File: config.mk
export PLATFORM = sky130hd
export DESIGN_NAME = eal_loader
export DESIGN_NICKNAME = d
export VERILOG_FILES = /design/src/logic/eal_pkg.sv /design/src/logic/eal_loader.sv
export SDC_FILE = /design/constraint.sdc
export NUM_CORES = 1
export LEC_CHECK = 0
export BUFFER_PORTS_ARGS = -buffer_cell sky130_fd_sc_hd__buf_2
export CAP_MARGIN = 40
export CORE_MARGIN = 8
export CORE_UTILIZATION = 55
export CTS_BUF_LIST = sky130_fd_sc_hd__clkbuf_4
export DETAILED_ROUTE_END_ITERATION = 16
export PLACE_DENSITY = 0.78
export SETUP_SLACK_MARGIN = 0.2
export SYNTH_ARGS = -nofsm -noshare
export SYNTH_HDL_FRONTEND = slang
export SYNTH_SLANG_ARGS = --single-unit
File: constraint.sdc
create_clock -name clk -period 4.25 [get_ports clk]
set_input_delay 0.2125 -clock clk [delete_from_list [all_inputs] [get_ports clk]]
set_output_delay 0.2125 -clock clk [all_outputs]
set_load 0.02 [all_outputs]
File: src/logic/eal_pkg.sv
// constants and carrier types for the configuration autoloader
package eal_pkg;
   localparam logic [15:0] PATTERN       = 16'h5AA5;
   localparam logic [15:0] WORD_PATTERN  = 16'h0000;
   localparam logic [15:0] WORD_COUNT    = 16'h0001;
   localparam logic [15:0] WORD_OPT      = 16'h0002;
   localparam logic [15:0] WORD_MAC0     = 16'h0003;
   localparam logic [15:0] WORD_MAC2     = 16'h0005;
   localparam int          OPT_PHY_LSB   = 8;
   localparam int          OPT_TYPE_BIT  = 5;
   localparam int          OPT_POL_BIT   = 4;
   localparam int          OPT_SIG_BIT   = 2;
   localparam logic [7:0]  SIG_SET       = 8'h57;
   localparam logic [7:0]  SIG_CLR       = 8'h42;
   localparam logic [7:0]  SIG_HIGH      = 8'h57;
   localparam logic [2:0]  PHY_AUTO_ALL  = 3'h0;
   localparam logic [2:0]  PHY_M100_FDX  = 3'h4;
   localparam logic [2:0]  PHY_M100_HDX  = 3'h5;
   localparam logic [2:0]  PHY_M10_FDX   = 3'h6;
   localparam logic [2:0]  PHY_M10_HDX   = 3'h7;
   localparam logic [15:0] CSR_LAST      = 16'h001F;
   localparam logic [15:0] LOW_LAST      = 16'h001F;
   localparam logic [15:0] HIGH_BASE     = 16'h0400;
   localparam logic [15:0] HIGH_LAST     = 16'h040F;
   localparam logic [15:0] BUF_BASE      = 16'h4000;
   localparam logic [15:0] BUF_LAST      = 16'h7FFF;
   localparam logic [4:0]  LOW_MAC_END   = 5'h06;
   localparam logic [4:0]  LOW_SIG_FIRST = 5'h0E;
   localparam logic [4:0]  LOW_STEPS     = 5'h10;
   localparam logic [4:0]  HIGH_MAC_END  = 5'h03;
   localparam logic [4:0]  HIGH_SIG_STEP = 5'h07;
   localparam logic [4:0]  LAST_STEP     = 5'h17;

   typedef struct packed {
      logic        we;
      logic [15:0] addr;
      logic [15:0] data;
   } eal_sram_wr_t;

   typedef struct packed {
      logic        manual;
      logic        speed100;
      logic        full_duplex;
   } eal_phy_mode_t;

   typedef struct packed {
      logic csr_sel;
      logic autoload;
      logic pkt_buf;
      logic reserved;
   } eal_decode_t;
endpackage : eal_pkg

File: src/logic/eal_loader.sv
// power-up configuration autoloader with csr and local memory decode
`timescale 1ns/10ps
`default_nettype none
////////////////////////////////////////////////////////////////////////////////
// Overview of operation
// - phy field 101, 110, 111 forces 100M half, 10M full and 10M half duplex.
// - effective interrupt type is the loaded type option ORed with bus-type bit 5.
// - a host write to the bus-type register once load_done is set clears both loaded interrupt options.
// - effective interrupt polarity is the loaded polarity option ORed with bit 4.
// - low-region signature filler bytes are 57h with the signature option set, else 42h.
// - word 1 gives the total word count and reading stops after that many words, or after word 1 for counts below 2.
// - host io offsets 0000h to 001Fh select the command and status registers.
// - 0000h-001Fh, 0400h-040Fh autoload, 4000h-7FFFh packet buffer, rest reserved.
// - low region holds each address byte doubled, zeros at 0Ch-1Ah, signature at 1Ch/1Eh.
// - high region packs address bytes two per word, zeros, then 57h doubled at 40Eh.
// - loading happens only when word 0 equals 5AA5h, otherwise it is skipped.
// - the loader writes only internal sram, never the station address registers.
// - without a valid pattern the phy stays in auto-negotiation with all abilities.
////////////////////////////////////////////////////////////////////////////////
module eal_loader (
   input  wire logic                   clk,
   input  wire logic                   rst,
   output logic                        eep_req,
   output logic [15:0]                 eep_addr,
   input  wire logic                   eep_ack,
   input  wire logic [15:0]            eep_data,
   output var eal_pkg::eal_sram_wr_t   sram_wr,
   input  wire logic                   bus_type_wr,
   input  wire logic                   bus_type_irq_type,
   input  wire logic                   bus_type_irq_pol,
   output logic                        irq_type_eff,
   output logic                        irq_pol_eff,
   output logic [2:0]                  phy_cfg,
   output var eal_pkg::eal_phy_mode_t  phy_mode,
   output logic                        eeprom_valid,
   output logic                        load_done,
   input  wire logic [15:0]            host_io_addr,
   input  wire logic [15:0]            mem_addr,
   output var eal_pkg::eal_decode_t    decode
);
   import eal_pkg::*;

   typedef enum logic [3:0] {
      ST_READ  = 4'h1,
      ST_WRITE = 4'h2,
      ST_DONE  = 4'h4,
      ST_SKIP  = 4'h8
   } eal_state_t;

   typedef struct packed {
      eal_state_t    state;
      logic [15:0]   idx;
      logic [15:0]   count;
      logic [47:0]   mac;
      logic [2:0]    phy;
      eal_phy_mode_t mode;
      logic          irq_type_option;
      logic          irq_polarity_option;
      logic          compat_signature_option;
      logic          valid;
      logic [4:0]    step;
      eal_sram_wr_t  wr;
      logic          type_eff;
      logic          pol_eff;
      logic          done;
   } eal_regs_t;

   eal_regs_t st_r;
   eal_regs_t st_nxt;

   ////////////////////////////////////////////////////////////////////////////////
   function automatic logic [15:0] step_addr(input logic [4:0] s);
      logic [4:0] k;
      k = s - LOW_STEPS;
      if (s < LOW_STEPS) begin
         step_addr = {10'h000, s, 1'b0};
      end else begin
         step_addr = HIGH_BASE | {10'h000, k, 1'b0};
      end
   endfunction : step_addr

   function automatic logic [15:0] step_data(input logic [4:0]  s,
                                             input logic [47:0] mac,
                                             input logic        sig);
      logic [4:0] k;
      logic [7:0] sb;
      k  = s - LOW_STEPS;
      sb = sig ? SIG_SET : SIG_CLR;
      step_data = 16'h0000;
      if (s < LOW_STEPS) begin
         if (s < LOW_MAC_END) begin
            step_data = {2{mac[{s[2:0], 3'b000} +: 8]}};
         end else if (s >= LOW_SIG_FIRST) begin
            step_data = {sb, sb};
         end
      end else begin
         if (k < HIGH_MAC_END) begin
            step_data = mac[{k[1:0], 4'h0} +: 16];
         end else if (k == HIGH_SIG_STEP) begin
            step_data = {SIG_HIGH, SIG_HIGH};
         end
      end
   endfunction : step_data

   function automatic logic in_range(input logic [15:0] a,
                                     input logic [15:0] lo,
                                     input logic [15:0] hi);
      in_range = (a >= lo) && (a <= hi);
   endfunction : in_range

   // manual modes only for the top half of the field; the rest auto-negotiates
   function automatic eal_phy_mode_t phy_decode(input logic [2:0] cfg);
      phy_decode = '0;
      unique case (cfg)
         PHY_M100_FDX: begin
            phy_decode = '{manual: 1'b1, speed100: 1'b1, full_duplex: 1'b1};
         end
         PHY_M100_HDX: begin
            phy_decode = '{manual: 1'b1, speed100: 1'b1, full_duplex: 1'b0};
         end
         PHY_M10_FDX: begin
            phy_decode = '{manual: 1'b1, speed100: 1'b0, full_duplex: 1'b1};
         end
         PHY_M10_HDX: begin
            phy_decode = '{manual: 1'b1, speed100: 1'b0, full_duplex: 1'b0};
         end
         default: begin
            phy_decode = '0;
         end
      endcase
   endfunction : phy_decode

   // true once the word just taken is the last one the count asks for;
   // a count of two or less still ends only after word 1
   function automatic logic read_ends(input logic [15:0] idx,
                                      input logic [15:0] cnt,
                                      input logic [15:0] data);
      logic [15:0] nxt_idx;
      nxt_idx = idx + 16'h0001;
      if (idx == WORD_PATTERN) begin
         read_ends = 1'b0;
      end else if (idx == WORD_COUNT) begin
         read_ends = data <= nxt_idx;
      end else begin
         read_ends = nxt_idx >= cnt;
      end
   endfunction : read_ends

   ////////////////////////////////////////////////////////////////////////////////
   always_comb begin
      st_nxt       = st_r;
      st_nxt.wr.we = 1'b0;
      unique case (st_r.state)
         ST_READ: begin
            if (eep_ack) begin
               st_nxt.idx = st_r.idx + 16'h0001;
               if (st_r.idx == WORD_PATTERN) begin
                  if (eep_data != PATTERN) begin
                     st_nxt.state = ST_SKIP;
                  end
               end else if (st_r.idx == WORD_COUNT) begin
                  st_nxt.count = eep_data;
               end else if (st_r.idx == WORD_OPT) begin
                  st_nxt.phy                     = eep_data[OPT_PHY_LSB +: 3];
                  st_nxt.irq_type_option         = eep_data[OPT_TYPE_BIT];
                  st_nxt.irq_polarity_option     = eep_data[OPT_POL_BIT];
                  st_nxt.compat_signature_option = eep_data[OPT_SIG_BIT];
               end else if (st_r.idx >= WORD_MAC0 && st_r.idx <= WORD_MAC2) begin
                  st_nxt.mac[{st_r.idx[1:0] - 2'h3, 4'h0} +: 16] = eep_data;
               end
               // count read from word 1 bounds the walk; short images leave zeros
               if (read_ends(st_r.idx, st_r.count, eep_data)) begin
                  st_nxt.state = ST_WRITE;
               end
            end
         end
         ST_WRITE: begin
            // only sram is written; station address registers stay host-owned
            st_nxt.wr.we   = 1'b1;
            st_nxt.wr.addr = step_addr(st_r.step);
            st_nxt.wr.data = step_data(st_r.step, st_r.mac, st_r.compat_signature_option);
            st_nxt.step    = st_r.step + 5'h01;
            if (st_r.step == LAST_STEP) begin
               st_nxt.state = ST_DONE;
               st_nxt.valid = 1'b1;
            end
         end
         ST_SKIP: begin
            // no pattern: options stay at reset values, phy auto-negotiates
            st_nxt.phy                 = PHY_AUTO_ALL;
            st_nxt.irq_type_option     = 1'b0;
            st_nxt.irq_polarity_option = 1'b0;
            st_nxt.state               = ST_DONE;
         end
         ST_DONE: begin
            st_nxt.done = 1'b1;
         end
      endcase
      // host writes clear the loaded options only once load_done is set, so a write during
      // loading cannot lose them
      if (bus_type_wr && st_r.done) begin
         st_nxt.irq_type_option     = 1'b0;
         st_nxt.irq_polarity_option = 1'b0;
      end
      st_nxt.type_eff = bus_type_irq_type | st_nxt.irq_type_option;
      st_nxt.pol_eff  = bus_type_irq_pol | st_nxt.irq_polarity_option;
      // mode registered beside the field so both change on the same edge
      st_nxt.mode     = phy_decode(st_nxt.phy);
   end

   always_ff @(posedge clk or posedge rst) begin
      if (rst) begin
         st_r       <= '0;
         st_r.state <= ST_READ;
      end else begin
         st_r <= st_nxt;
      end
   end

   ////////////////////////////////////////////////////////////////////////////////
   // decode is combinational so a select follows its address in the same cycle
   always_comb begin
      decode.csr_sel  = host_io_addr <= CSR_LAST;
      decode.autoload = in_range(mem_addr, 16'h0000, LOW_LAST)
                      | in_range(mem_addr, HIGH_BASE, HIGH_LAST);
      decode.pkt_buf  = in_range(mem_addr, BUF_BASE, BUF_LAST);
      decode.reserved = ~(decode.autoload | decode.pkt_buf);
   end

   assign eep_req      = st_r.state == ST_READ;
   assign eep_addr     = st_r.idx;
   assign sram_wr      = st_r.wr;
   assign irq_type_eff = st_r.type_eff;
   assign irq_pol_eff  = st_r.pol_eff;
   assign phy_cfg      = st_r.phy;
   assign phy_mode     = st_r.mode;
   assign eeprom_valid = st_r.valid;
   assign load_done    = st_r.done;
endmodule : eal_loader
`default_nettype wire

; After elaboration in Yosys (flattened, before gate mapping)
; Index checks and enable logic that the tools add are counted.
[totals]
register_bits = 135
latchBits = 0
ramBits = 0
rom_bits = 0
in_bits = 54
word_cells = 114
memories = 0
[classes]
n_addsub = 5
multipliers = 0
n_div = 0
n_lt_le_gt_ge = 15
eq_ne = 17
shift = 4
mux = 33
bitwise_logic = 8
reduce_logical = 13
[ops]
columns = op, n
row1 = 48-bit two-way mux, 2
row2 = 87-bit two-way mux, 1
row3 = 67-bit two-way mux, 1
row4 = 16-bit two-way mux, 4
row5 = 51-bit two-way mux, 1
row6 = 48-bit bitwise mux, 1
row7 = 16-bit by 8-bit variable shift with 48-bit output (first input constant), 1
row8 = 16-bit by 8-bit variable part select with 48-bit output, 1
row9 = 48-bit by 7-bit variable part select with 16-bit output, 1
row10 = 48-bit by 7-bit variable part select with 8-bit output, 1
row11 = 33-bit two-way mux, 1
row12 = 16-bit by 5-bit less-or-equal comparator with 1-bit output (second input constant), 2
row13 = 15-bit two-way mux, 2
row14 = 16-bit by 1-bit adder with 16-bit output (second input constant), 1
row15 = 16-bit by 1-bit equality test with 1-bit output (second input constant), 1
row16 = 16-bit by 2-bit equality test with 1-bit output (second input constant), 1
row17 = 16-bit by 1-bit >= comparator with 1-bit output (second input constant), 1
row18 = 16-bit by 11-bit >= comparator with 1-bit output (second input constant), 1
row19 = 16-bit by 15-bit >= comparator with 1-bit output (second input constant), 1
row20 = 16-bit >= comparator, 1
row21 = 16-bit by 2-bit >= comparator with 1-bit output (second input constant), 1
row22 = 16-bit by 11-bit less-or-equal comparator with 1-bit output (second input constant), 1
row23 = 16-bit by 15-bit less-or-equal comparator with 1-bit output (second input constant), 1
row24 = 16-bit less-or-equal comparator, 1
row25 = other kinds (39), 65

; Depth between registers and ports, before layout
[logic_depth]
depth_word = 12
depth_mapped = 15
depth_no_buf = 14

; Worst setup path after synthesis
; No wires, ideal clock.
[synth_path]
path_kind = register -> register
from = register st_r (netlist bit eep_addr[8])
to = register st_r[132] in the netlist's numbering
arrival_time_ns = 3.109
required_ns = 4.184
path_slack_ns = 1.075
path_stages_with_launch = 15
n_path_buf = 1
synth_period_minus_slack_ns = 3.175
cell_sequence = dfrtp_1 > clkbuf_1 > and2_1 > and3_1 > and3_1 > xor2_1 > inv_1 > ha_1 > nand2_1 > nor2_1 > a211o_1 > maj3_2 > a221o_1 > o31ai_1 > a22o_1
[synth_between]
elab_chain_cells = 9
elab_cells_between_ends = 15
[synth_lines]
columns = item, line_no
row1 = from (decl), eal_loader.sv:68  ; eal_regs_t st_r;
row2 = from (signal assigned), eal_loader.sv:216  ; st_r <= st_nxt;
row3 = 16-bit by 1-bit adder with 16-bit output, eal_loader.sv:139  ; nxt_idx = idx + 16'h0001;
row4 = 16-bit >= comparator or 16-bit less-or-equal comparator (tied branches), "eal_loader.sv:145, eal_loader.sv:143"
row5 = 1-bit two-way mux, eal_loader.sv:142  ; end else if (idx == WORD_COUNT) begin
row6 = 1-bit two-way mux, eal_loader.sv:140  ; if (idx == WORD_PATTERN) begin
row7 = 1-bit two-way mux, eal_loader.sv:155  ; if (eep_ack) begin
row8 = 1-bit two-way mux, eal_loader.sv:153  ; unique case (st_r.state)
row9 = 4-bit two-way mux, eal_loader.sv:172  ; if (read_ends(st_r.idx, st_r.count, eep_data)) begin
row10 = 87-bit two-way mux, eal_loader.sv:155
row11 = 4-bit case mux with 3 select lines, eal_loader.sv:153
; Several ways; a longest one is shown, not always the timed one. The select of a mux whose other input is x is not followed.
; A chain may end at the register's enable or synchronous reset.

; Worst setup path after layout
[layout_path]
from = register st_r (netlist bit eep_addr[2])
to = register st_r[132] in the netlist's numbering
; The elaborated chain is that of the path after synthesis.

==> summary.txt <==
status -> completed
DRT Wirelength -> 18340 microns
Seq. cell area -> 3104 sq um
die width -> 132.2 microns
hpwl dp -> 13020 microns
Synth Flop Type -> dfrtp_1
CTS Buf Count -> 17
Syn. warnings -> 0
worst hold slack -> 0.2551 ns
nets -> 1004
clk_lat worst skew -> 0.56 ns
fin crit period -> 3.691 ns
CP Class -> reg -> reg
Max Slew Vio Count -> 0
DRC Markers -> 0
most common cell in the netlist -> nand2_1
drt pass-1 iters -> 5
Synth top area share -> 41.48%
Async SR Flop Fraction -> 100.0%
Top Ports -> 118
gpl congestion -> 0.9122
WP data arrival -> 4.20 ns
DR vias/cell -> 5.494
Post-synth EDFFs -> 0
clock sinks -> 124
CTS max path bufs -> 2
area leader, netlist -> dfrtp_1
die area -> 17460 sq um
final total power -> 2.104 mW
unrepaired setup endpoints after global routing -> no
vias in the first global route -> 6112
largest net degree at the start of global routing -> 68
setup violators final -> 0
Setup Skew -> 0.01711 ns
largest fanout on the critical path -> 10
synth unique cells -> 57
normalized max-slew margin -> 51.65%
IO buf count -> 97
synthesized area per cell -> 8.720 sq um
sequential share of the synthesized area -> 41.83%
Req. time, crit path -> 4.76 ns
Tcrit/Tclk final -> 86.85%
Reg clk slew, reported paths -> 0.13 ns
top post-synthesis cells by area -> dfrtp_1 (41%), nand2_1 (9.8%), o21ai_0 (6.2%), ha_1 (5.9%), buf_4 (5.6%)
vias post-DR -> 6065
core footprint -> 13190 sq um
worst slew pin tran -> 0.7252 ns
Final ANT Viol Nets -> 0
Area Overhead vs Synth -> 10.61%
CTS tree -> done
Final WS setup -> 0.5589 ns
pre-CTS setup slack -> 0.6172 ns
post-layout util -> 62.23%
initial antenna violation count -> 0
Max Fclk -> 270.9 MHz
mapped cell area -> 7421 sq um
max cap viols -> 0
Power Density -> 256.3 nW/um^2
gr usage total -> 21.50%
Die H -> 132.2 microns
FP Rows -> 42
Synth top cells by count -> nand2_1 (193), dfrtp_1 (123), o21ai_0 (92)
H-tree depth -> 4
register bit total from synthesis -> 124
CP Capture Type -> flip-flop
GR Overflow Total -> 0
number of diodes -> 0
P_leak -> 3.877 nW
first-pass GRT wire length -> 30690 microns
FILL cells -> 1152
type of the worst min-delay path -> in -> async
Max VDD drop -> 0.1524 mV
Worst setup SP type -> flip-flop
share of layout cells above drive strength 1 -> 18.21%
TNS Setup -> 0 ns
Post-Syn Instances -> 851
Initial Util -> 56.26%
post-CTS setup buffer count -> 0
DR iter-0 viols -> 410
Fin. Hold Viols -> 0
Root Driver -> clkbuf_4
footprint of the multi-input gates -> 3622 sq um
DR WL/cell -> 16.61 microns
==> cell type report <==
cell class | instances | area share, %
Inverter | 41 | 1.905
Timing Repair Buffer | 134 | 10.18
Clock buffer | 17 | 1.555
Sequential cell | 124 | 37.82
Multi-Input combinational cell | 597 | 44.13
Tap cell | 176 | 2.683
Clock inverter | 15 | 1.723
==> placed cells by master, fill, tap and decap left out, drive strengths merged, types with 3 or more instances in the layout <==
cell type    netlist  routed
a211oi             7       7
a21oi             36      36
a31oi              3       3
and2               5       5
and3               8       8
and4               4       4
buf               61     113
clkbuf            38      17
clkinv             1       6
clkinvlp           0       4
conb               1      11
dfrtp            123     123
dlygate4sd3        0      21
ha                35      35
inv               40      45
mux2               3       3
mux2i             24      24
mux4               8       8
nand2            193     193
nand3             10      10
nand4             12      12
nor2              35      35
nor2b              5       5
nor3              13      13
nor4              10      10
nor4b              3       3
o211ai             4       4
o21ai             92      92
o22ai              3       3
o2bb2ai            5       5
or2                5       5
or3                5       5
xnor2             24      24
xor2              11      11
==> final timing paths <==
kind	start	depth (start not counted)	to	slack, ns
min in group clk	eep_ack	4	eep_addr[13]	0.26
max reg2reg	eep_addr[2]	13	st_r[132]	0.56
min	rst	4	st_r[93]	0.26
max	eep_addr[2]	13	st_r[132]	0.56
max in group asynchronous	rst	5	st_r[131]	3.24
min reg2reg	eeprom_valid	1	eeprom_valid	0.48
==> worst max-delay path, stage by stage, from the launching register on <==
cell and delay [ns]:
dfrtp_1 0.57, and4_1 0.31, and3_1 0.19, and3_1 0.23
xor2_1 0.24, inv_1 0.07, ha_1 0.32, nand2_1 0.10
nor2_1 0.04, a211o_1 0.31, maj3_2 0.31, a221o_1 0.33
o31ai_1 0.41, a22o_1 0.20
==> timing repair <==
action / in CTS / in global routing
resized for setup: 0 / 0
hold buffers: 21 / 0
endpoints found under the hold margin: 131 / 0
==> power breakdown <==
group | leakage (nW) | internal [mW] | switching [mW] | total (mW)
clock network | 0.135 | 0.299 | 0.497 | 0.796
registers | 1.63 | 1.18 | 0.000173 | 1.18
logic | 2.11 | 0.0468 | 0.0807 | 0.127
==> per-layer routing <==
metal  track usage (%)  wire [microns]
met1             26.94            7876
met4             7.658             335
met2             35.27            8853
met3             5.412            1270
met5                 0               0
==> cell families (layout without fill, tap and decap cells) <==
| family | after synthesis | after routing | share of synthesized area (%) |
|---|---|---|---|
| AO/OA/AOI/OAI | 164 | 164 | 12.49 |
| AND/OR/NAND/NOR | 314 | 314 | 18.95 |
| other | 1 | 11 | 0.05053 |
| flip-flops | 124 | 124 | 41.83 |
| XOR/XNOR | 36 | 36 | 4.434 |
| adder cells (fa/ha/maj) | 37 | 37 | 6.188 |
| buffers and inverters | 140 | 207 | 9.931 |
| multiplexers | 35 | 35 | 6.120 |
==> through the flow <==
| stage | instances | cell area, sq um |
|---|---|---|
| after CTS | 1104 | 8208 |
| after floorplan | 861 | 7458 |
| after detailed placement | 1051 | 7729 |
| final | 1104 | 8208 |
| after global routing | 1104 | 8208 |
| after global placement | 1048 | 7686 |
==> registers in the layout (all words and copies together) (netlist names) <==
name,flops
sram_wr,22
eep_addr,16
load_done,1
irq_type_eff,1
st_r,76
irq_pol_eff,1
phy_cfg,3
eeprom_valid,1
phy_mode,3
Power figures use the tool's default switching activity.
